`src/hdl/obt_pkg.sv`:
```
/*
  package for the observe-only test access port: tap states, instruction
  codes, chain lengths and synchroniser depth.
  assumes one system clock much faster than the test clock.
*/
package obt_pkg;
  // tap controller states, one-hot
  typedef enum logic [15:0] {
    ST_RESET = 16'h0001,
    ST_IDLE = 16'h0002,
    ST_SEL_DR = 16'h0004,
    ST_CAP_DR = 16'h0008,
    ST_SHIFT_DR = 16'h0010,
    ST_EXIT1_DR = 16'h0020,
    ST_PAUSE_DR = 16'h0040,
    ST_EXIT2_DR = 16'h0080,
    ST_UPD_DR = 16'h0100,
    ST_SEL_IR = 16'h0200,
    ST_CAP_IR = 16'h0400,
    ST_SHIFT_IR = 16'h0800,
    ST_EXIT1_IR = 16'h1000,
    ST_PAUSE_IR = 16'h2000,
    ST_EXIT2_IR = 16'h4000,
    ST_UPD_IR = 16'h8000
  } obt_state_e;

  localparam int IR_LEN = 4;
  localparam int ID_LEN = 32;
  localparam int BSR_LEN_DEF = 8;
  localparam int SYNC_STAGES = 2;
  // instruction codes; all-ones is bypass per custom
  localparam logic [IR_LEN-1:0] IR_EXTEST = 4'h0;
  localparam logic [IR_LEN-1:0] IR_SAMPLE = 4'h1;
  localparam logic [IR_LEN-1:0] IR_IDCODE = 4'h2;
  localparam logic [IR_LEN-1:0] IR_BYPASS = 4'hf;
  // value after reset and the fixed capture pattern of the ir
  localparam logic [IR_LEN-1:0] IR_RESET_VAL = IR_IDCODE;
  localparam logic [IR_LEN-1:0] IR_CAPTURE_VAL = 4'h1;
  // identification word; value arbitrary, bit 0 set as custom requires
  localparam logic [ID_LEN-1:0] ID_VALUE_DEF = 32'h1234_5679;
endpackage : obt_pkg

```
`src/hdl/obt_tap.sv`:
```
/*
  observe-only boundary scan test access port: tap controller, instruction
  register, identification, bypass and capture-only boundary chain.
  assumes clk oversamples tck by at least eight; tck, tms, tdi and the
  observed pins come from outside the clk domain.
*/
`timescale 1ns/10ps
`default_nettype none
// Summary of operation
// - exactly four test signals: clock, mode select, data in, data out
// - each rising test clock moves the standard tap machine by mode select
// - data shifts in on data in and out on data out in shift states
// - no test reset pin nor returned clock; reset by mode-select sequencing
// - boundary cells only capture pins, never drive them, any instruction
// - a 32-bit identification word is readable through the port
// - boundary chain observes set pins in fixed order, data in to out
// - data out changes after the falling test clock edge
module obt_tap
  import obt_pkg::*;
#(
  parameter int BSR_LEN = obt_pkg::BSR_LEN_DEF,
  parameter logic [31:0] ID_VALUE = obt_pkg::ID_VALUE_DEF
)
(
  // system
  input wire logic clk,
  input wire logic sys_rst,
  // test port pins
  input wire logic tck,
  input wire logic tms,
  input wire logic tdi,
  output logic tdo_out,
  output logic tdo_oe,
  // observed device pins, chain order index 0 nearest data out
  input wire logic [BSR_LEN-1:0] obs_pins,
  // status
  output logic [15:0] tap_state
);
  import obt_pkg::*;

  // two-flop synchronisers; first stage feeds only the second
  logic [SYNC_STAGES-1:0] tck_s;
  logic [SYNC_STAGES-1:0] tms_s;
  logic [SYNC_STAGES-1:0] tdi_s;
  logic [BSR_LEN-1:0] pin_s0;
  logic [BSR_LEN-1:0] pin_s1;
  logic tck_d;
  logic tck_rise;
  logic tck_fall;

  always_ff @(posedge clk)
  begin
    tck_s <= {tck_s[0], tck};
    tms_s <= {tms_s[0], tms};
    tdi_s <= {tdi_s[0], tdi};
    pin_s0 <= obs_pins;
    pin_s1 <= pin_s0;
  end

  // no reset: tck_d tracks the pin through reset, so a release while
  // tck idles high never shows a false rising edge
  always_ff @(posedge clk)
  begin
    tck_d <= tck_s[1];
  end

  assign tck_rise = tck_s[1] & ~tck_d;
  assign tck_fall = ~tck_s[1] & tck_d;

  // tap controller
  obt_state_e state;
  obt_state_e next_state;

  function automatic obt_state_e tap_next(input obt_state_e s,
                                          input logic m);
    case (s)
      ST_RESET: tap_next = m ? ST_RESET : ST_IDLE;
      ST_IDLE: tap_next = m ? ST_SEL_DR : ST_IDLE;
      ST_SEL_DR: tap_next = m ? ST_SEL_IR : ST_CAP_DR;
      ST_CAP_DR: tap_next = m ? ST_EXIT1_DR : ST_SHIFT_DR;
      ST_SHIFT_DR: tap_next = m ? ST_EXIT1_DR : ST_SHIFT_DR;
      ST_EXIT1_DR: tap_next = m ? ST_UPD_DR : ST_PAUSE_DR;
      ST_PAUSE_DR: tap_next = m ? ST_EXIT2_DR : ST_PAUSE_DR;
      ST_EXIT2_DR: tap_next = m ? ST_UPD_DR : ST_SHIFT_DR;
      ST_UPD_DR: tap_next = m ? ST_SEL_DR : ST_IDLE;
      ST_SEL_IR: tap_next = m ? ST_RESET : ST_CAP_IR;
      ST_CAP_IR: tap_next = m ? ST_EXIT1_IR : ST_SHIFT_IR;
      ST_SHIFT_IR: tap_next = m ? ST_EXIT1_IR : ST_SHIFT_IR;
      ST_EXIT1_IR: tap_next = m ? ST_UPD_IR : ST_PAUSE_IR;
      ST_PAUSE_IR: tap_next = m ? ST_EXIT2_IR : ST_PAUSE_IR;
      ST_EXIT2_IR: tap_next = m ? ST_UPD_IR : ST_SHIFT_IR;
      ST_UPD_IR: tap_next = m ? ST_SEL_DR : ST_IDLE;
      default: tap_next = ST_RESET;
    endcase
  endfunction : tap_next

  always_comb
  begin
    next_state = tap_next(state, tms_s[1]);
  end

  // no test reset pin: five tms-high clocks reach reset from anywhere
  always_ff @(posedge clk)
  begin
    if (sys_rst)
      state <= ST_RESET;
    else if (tck_rise)
      state <= next_state;
  end

  assign tap_state = state;

  // instruction register
  logic [IR_LEN-1:0] ir_shift;
  logic [IR_LEN-1:0] ir;

  always_ff @(posedge clk)
  begin
    if (sys_rst)
      ir_shift <= '0;
    else if (tck_rise)
    begin
      case (state)
        ST_CAP_IR: ir_shift <= IR_CAPTURE_VAL;
        ST_SHIFT_IR: ir_shift <= {tdi_s[1], ir_shift[IR_LEN-1:1]};
        default: ir_shift <= ir_shift;
      endcase
    end
  end

  always_ff @(posedge clk)
  begin
    if (sys_rst)
      ir <= IR_RESET_VAL;
    else if (tck_rise && state == ST_RESET)
      ir <= IR_RESET_VAL;
    else if (tck_rise && state == ST_UPD_IR)
      ir <= ir_shift;
  end

  // data registers
  logic [ID_LEN-1:0] id_shift;
  logic [BSR_LEN-1:0] bsr;
  logic bypass;
  logic sel_bsr;
  logic sel_id;

  // extest kept observe-only: it selects the chain but never drives pins
  assign sel_bsr = (ir == IR_SAMPLE) || (ir == IR_EXTEST);
  assign sel_id = (ir == IR_IDCODE);

  always_ff @(posedge clk)
  begin
    if (sys_rst)
      id_shift <= '0;
    else if (tck_rise && sel_id)
    begin
      if (state == ST_CAP_DR)
        id_shift <= ID_VALUE;
      else if (state == ST_SHIFT_DR)
        id_shift <= {tdi_s[1], id_shift[ID_LEN-1:1]}; // lsb first
    end
  end

  // capture only; there is no update latch, so no path to any pin
  always_ff @(posedge clk)
  begin
    if (sys_rst)
      bsr <= '0;
    else if (tck_rise && sel_bsr)
    begin
      if (state == ST_CAP_DR)
        bsr <= pin_s1;
      else if (state == ST_SHIFT_DR)
        bsr <= {tdi_s[1], bsr[BSR_LEN-1:1]};
    end
  end

  always_ff @(posedge clk)
  begin
    if (sys_rst)
      bypass <= 1'b0;
    else if (tck_rise && !sel_id && !sel_bsr)
    begin
      if (state == ST_CAP_DR)
        bypass <= 1'b0;
      else if (state == ST_SHIFT_DR)
        bypass <= tdi_s[1];
    end
  end

  // output stage, updated on the falling test clock
  logic shifting;
  logic next_tdo;

  assign shifting = (state == ST_SHIFT_DR) || (state == ST_SHIFT_IR);

  always_comb
  begin
    if (state == ST_SHIFT_IR)
      next_tdo = ir_shift[0];
    else if (sel_id)
      next_tdo = id_shift[0];
    else if (sel_bsr)
      next_tdo = bsr[0];
    else
      next_tdo = bypass;
  end

  always_ff @(posedge clk)
  begin
    if (sys_rst)
    begin
      tdo_out <= 1'b0;
      tdo_oe <= 1'b0;
    end
    else if (tck_fall)
    begin
      tdo_out <= shifting ? next_tdo : 1'b0;
      tdo_oe <= shifting;
    end
  end
endmodule : obt_tap
`default_nettype wire

```
`config.mk`:
```
export PLATFORM = sky130hd
export DESIGN_NAME = obt_tap
export DESIGN_NICKNAME = d
export VERILOG_FILES = /design/src/hdl/obt_pkg.sv /design/src/hdl/obt_tap.sv
export SDC_FILE = /design/constraint.sdc
export NUM_CORES = 1
export LEC_CHECK = 0
export ABC_CLOCK_PERIOD_IN_PS = 2500
export BUFFER_PORTS_ARGS = -buffer_cell sky130_fd_sc_hd__clkbuf_2
export CORE_ASPECT_RATIO = 1.4
export CORE_MARGIN = 2
export CORE_UTILIZATION = 35
export DETAILED_ROUTE_END_ITERATION = 8
export MAX_ROUTING_LAYER = met4
export PLACE_DENSITY = 0.57
export SYNTH_ARGS = -nofsm -noshare
export SYNTH_HDL_FRONTEND = slang
export SYNTH_SLANG_ARGS = --single-unit
export TNS_END_PERCENT = 100
```
`constraint.sdc`:
```
create_clock -name clk -period 2.5 [get_ports clk]
set_clock_uncertainty 0.2 [all_clocks]
set_input_delay 0.5 -clock clk [delete_from_list [all_inputs] [get_ports clk]]
set_output_delay 0.5 -clock clk [all_outputs]
set_load 0.03 [all_outputs]
```
# After elaboration in Yosys (flattened, before gate mapping)
# Index checks and enable logic that the tools add are counted.
# Widths: inputs -> output; s select.
# op_classes
n_eq_ne	18
n_mux	24
n_bitwise	4
reduce_logical	21
# op_table
op	n
$pmux 16 s12	1
$mux 32	2
$mux 16	2
$mux 8	3
$mux 9	2
$eq 16x1->1 const B	1
$eq 16x10->1 const B	1
$eq 16x11->1 const B	1
$eq 16x12->1 const B	1
$eq 16x13->1 const B	1
$eq 16x14->1 const B	1
$eq 16x15->1 const B	1
$eq 16x16->1 const B	1
$eq 16x2->1 const B	1
$eq 16x3->1 const B	1
$eq 16x4->1 const B	1
$eq 16x5->1 const B	1
$eq 16x6->1 const B	1
$eq 16x7->1 const B	1
$eq 16x8->1 const B	1
$eq 16x9->1 const B	1
$mux 15	1
$mux 13	1
$mux 11	1
18 further kinds	38
# word_totals
register_bits	90
inputBits	13
word_cells	81

# Depth between registers and ports, before layout
# depth
ltp_word	6
mapped_depth	8
mapped_depth_nobuf	5

# Least setup slack after synthesis
# Ideal clock, no wire load.
# synth_timing
path_kind	register to register
start	reg state[1], in the netlist tap_state[1]
end	reg id_shift[0]
setup_time_ns	0.132
arrival_time_ns	2.035
t_required_ns	2.168
slack_ns	0.133
path_stages_with_launch	9
period_less_slack_ns	2.367
path_cell_list	dfxtp_1 > buf_4 > nor4_4 > a32oi_2 > or4_1 > clkbuf_2 > buf_6 > nor3_2 > nor3_1
# synth_between
elab_chain_cells	3
word_cells_on_any_way	5
classes_between	eq/ne: 2; mux: 1; reduce/logical: 2
# synth_rtl
item	line_no	source
from (decl)	obt_tap.sv:71	obt_state_e state;
from (signal assigned)	obt_tap.sv:108	state <= next_state;
$eq 16x4->1 / $eq 16x5->1 (equally long branches)	obt_tap.sv:158, obt_tap.sv:160	
$reduce_bool 2->1 (no line)	n/a	
$reduce_and 2->1 (no line)	n/a	
to (signal assigned)	obt_tap.sv:161	id_shift <= {tdi_s[1], id_shift[ID_LEN-1:1]};
to (decl)	obt_tap.sv:142	logic [ID_LEN-1:0] id_shift;
# Several ways; a longest one is shown, not always the timed one.
# A chain may end at the register's enable or synchronous reset.

# Final worst setup path
# layout_timing
start	reg state[2], in the netlist tap_state[2]
end	reg state[0], in the netlist tap_state[0]
# layout_between
elab_chain_cells	3
word_cells_on_any_way	20
classes_between	eq/ne: 16; mux: 1; reduce/logical: 3
# layout_rtl
item	line_no	source
$eq 16x16->1 (tied with other cells)	obt_tap.sv:76	case (s)
$reduce_or 3->1 (no line) / $reduce_or 2->1 (equally long branches)	n/a	
$pmux 16 s12 *	obt_tap.sv:76	
# Mark *: on every way between the ends. The rest lies on a longest branch, timed or not.

==> metrics.md <==
| Metric | Value |
|---|---|
| Status | `complete, no violations` |
| Layout cells sized above 1 | `about a quarter` |
| Initial antenna violation count | `0` |
| Syn nets | `427` |
| H-tree Lvls | `3` |
| Clock transition at path regs | `~0.07 ns` |
| Initial Util | `35.66%` |
| CTS tree | `done` |
| VDD IR max | `approximately 0.41 mV` |
| Area leader, netlist | `dfxtp_1` |
| Die height | `between 100 and 150 µm` |
| CTS Sinks | `90` |
| Drt via density | `around 5.1` |
| Arrival @ worst endpoint | `2.40 ns` |
| Top FF cell, synth | `dfxtp_1` |
| ANT nets after route | `0` |
| Hold Startpoint | `tck` |
| Post-synthesis simple-gate area fraction | `~31%` |
| Total wire length | `8.153 mm` |
| Std-Cell Rows | `between 40 and 50` |
| Clock latency on the worst-skew pair | `roughly 0.35 ns` |
| Power per cell area | `641.1 nW/µm²` |
| Hold Fails Final Rpt | `0` |
| Yosys reg bits | `90` |
| Die W | `92.47 µm` |
| First-pass GRT wire length | `approximately 14 mm` |
| Area grow syn2layout | `16.64%` |
| Post-CTS Hold Buffers | `0` |
| Levels on crit path | `6` |
| Gr usage total | `roughly 15%` |
| CTS root buffer | `clkbuf_16` |
| Reg-to-reg startpoint | `tap_state[2]` |
| RSZ-0062 raised after global routing | `no` |
| Max Slew Vio Count | `0` |
| Count of cell types in the netlist | `51` |
| Fin crit period | `~2.4 ns` |
| Setup tns final | `0 ns` |
| R2R Setup Slk | `approximately 0.13 ns` |
| Critical path fanouts, max | `6` |
| F_max | `about 0.42 GHz` |
| Post-synthesis mux area share | `2.871%` |
| Adder-Cell Fraction of Synth Area | `0%` |
| Antenna cells | `0` |
| Hold path depth | `1` |
| Layout fillers | `1,085` |
| Leakage | `0.001596 µW` |
| Post-Syn Area per Cell | `between 9 and 10 µm²` |
| Critical Path Start | `tap_state[2]` |
| Global route overflow | `0` |
| Top cell family by delay on the critical path | `simple AND/OR/NAND/NOR gates` |
| Total chip power | `~2900 µW` |
| Vias in the first global route | `about 2,900` |
| Final period utilization | `94.86%` |
| Final HPWL DP | `5.666 mm` |
| # setup viols final | `0` |
| Most frequent cells in the layout | `dfxtp_1 (89), nor2_1 (46), a21oi_1 (36), nand2_1 (35), clkbuf_2 (30)` |
| 1st-pass router iterations | `4` |
| DRT iter0 DRCs | `about 150` |
| Cell Area, Synth | `roughly 3800 µm²` |
| Worst Path Buf+Inv | `1` |
| Crit end category | `register` |
| Worst min-delay path category | `in2reg` |
| Synth warnings | `0` |
| Synth Instances | `414` |
| Max clock buf depth | `2` |
| Largest family of logic cells by synthesized area | `simple AND/OR/NAND/NOR gates` |
| DRC | `0` |
| Worst r2r path cells | `6` |
| Number of buffers created by CTS | `9` |
| Vias | `about 3,000` |
| Worst slew margin | `60.85%` |
| PortBufs | `30` |
| CP Class | `reg2reg` |
| Post-layout util | `just over 40%` |
| Routability Congestion | `between 0.9 and 1` |
| Reg2reg end | `tap_state[0]` |
| Nets | `roughly 460` |
| Slowest CP cell | `or4_1` |
| Drt wl/cell | `13.73 µm` |
| Slowest cell delay on critical path | `about 0.49 ns` |
| Synth top area share | `about 47%` |
| Cell Chain, Critical Path | `buf_4 -> or4_1 -> or3_1 -> a2111oi_4 -> a2111o_1 -> o21ai_0` |
| Register area share after synthesis | `between 40% and 50%` |
| Max-cap violations | `0` |
| Worst setup SP type | `register` |
| Largest cells by area after synthesis | `dfxtp_1 (47%), a21oi_1 (4.7%), nor2_1 (4.5%)` |
| Fraction of registers with async set/reset | `0%` |
| Hold Crit Endpoint | `tck_s[0]` |
| XOR/XNOR Fraction of Synth Area | `~1.6%` |
| Largest net degree at the start of global routing | `45` |
| Compound-cell area share of the yosys netlist | `11.97%` |
| Cell Count Post-Placement | `577` |
| Worst slew pin tran | `between 0.5 and 0.6 ns` |
| Commonest non-fill, non-tap cell in the layout | `dfxtp_1` |
| Core ar. | `between 10,000 and 15,000 µm²` |
| Post-synth EDFFs | `0` |
| Final std cells w/o fill | `594` |
| Worst path required time | `2.53 ns` |
| DIE AREA | `roughly 12,000 µm²` |
| # IOs | `31` |
==> metal layers <==
metal | GRT usage (%) | part of all wire [%] | up-vias
met4 | 7.287 | 2.5 | 0
met3 | 3.527 | 3.9 | 15
met2 | 25.20 | 51 | 58
li1 | - | - | 1542
met5 | - | 0 | -
met1 | 17.46 | 43 | 1385
==> cells in the mapped netlist, types with 2 or more instances <==
library cell  instances
dfxtp_1              90
nor2_1               46
a21oi_1              36
nand2_1              35
nand3_1              27
nor3_1               26
nor3_2               16
clkbuf_1             11
mux2i_1              11
buf_6                 9
buf_2                 8
o21ai_0               8
a211oi_1              6
nand2b_1              6
nor4_1                6
and3_1                5
xnor2_1               5
nand4_1               4
nor2b_1               4
nor4_4                4
or4_1                 4
a211oi_2              3
a22oi_1               3
and4_1                3
buf_4                 3
clkbuf_2              3
and2_1                2
inv_1                 2
nand3b_1              2
nor4b_1               2
nor4b_4               2
or3_1                 2
xor2_1                2
==> worst register-to-register path, delay by kind of cell (launching register included) <==
kind,cells,cell delay [ns]
compound gates,3,0.60
buf+inv,1,0.20
flops,1,0.41
simple gates,2,0.86
==> report_power, final <==
| group | total, µW | internal [µW] | leakage [µW] | switching, µW |
|---|---|---|---|---|
| Sequential | 1470 | 1460 | 0.000735 | 11.6 |
| Combinational | 110 | 41.6 | 0.000724 | 68.8 |
| Clock | 1290 | 712 | 0.000137 | 576 |
| Total | 2870 | 2210 | 0.00160 | 657 |
==> through the flow <==
| stage | setup WS [ns] | cell area, µm² | hold WS, ns |
|---|---|---|---|
| finish | 0.1285 | 4473 | 0.04930 |
| CTS | 0.05399 | 4453 | 0.03787 |
| detailed placement | 0.06711 | 4165 | 0.1121 |
| floorplan | 0.1327 | 3835 | 0.1096 |
| global placement | 0.07836 | 4165 | 0.1099 |
| global route | 0.03844 | 4473 | 0.03816 |
==> final cells by class <==
| class | count | area [µm²] | share of cell area [%] |
|---|---|---|---|
| multi-input combinational | 287 | 1813 | 40.53 |
| sequential | 90 | 1803 | 40.31 |
| timing repair buffer | 58 | 385.4 | 8.615 |
| clock buffer | 10 | 239.0 | 5.343 |
| tap | 141 | 176.4 | 3.944 |
| clock inverter | 6 | 48.80 | 1.091 |
| inverter | 2 | 7.507 | 0.1678 |
==> flip-flops by register name, indices dropped and copies added, names as in the netlist <==
signal     cells
bsr            8
bypass         1
id_shift      32
ir             4
ir_shift       4
pin_s0         8
pin_s1         8
tap_state     16
tck_d          1
tck_s          2
tdi_s          2
tdo_oe         1
tdo_out        1
tms_s          2
==> worst max-delay path by stage <==
stage,endpoint,slack [ns]
finish,tap_state[0],0.13
global route,tap_state[2],0.04
CTS,id_shift[18],0.05
detailed placement,id_shift[18],0.07
global placement,id_shift[18],0.08
floorplan,id_shift[0],0.13
==> logic make-up after synthesis <==
family | after synthesis
flip-flops | 90
AO/OA/AOI/OAI | 69
XOR/XNOR | 7
AND/OR/NAND/NOR | 200
buffers and inverters | 37
multiplexers | 11
==> timing repair <==
| action | 4_1_cts | 5_1_grt |
|---|---|---|
| setup endpoints to repair | 0 | 15 |
| hold endpoints to repair | 0 | 0 |
| setup buffers | 0 | 1 |
| gates resized for setup | 0 | 3 |
Note: power is estimated with default switching activity, not from simulation.
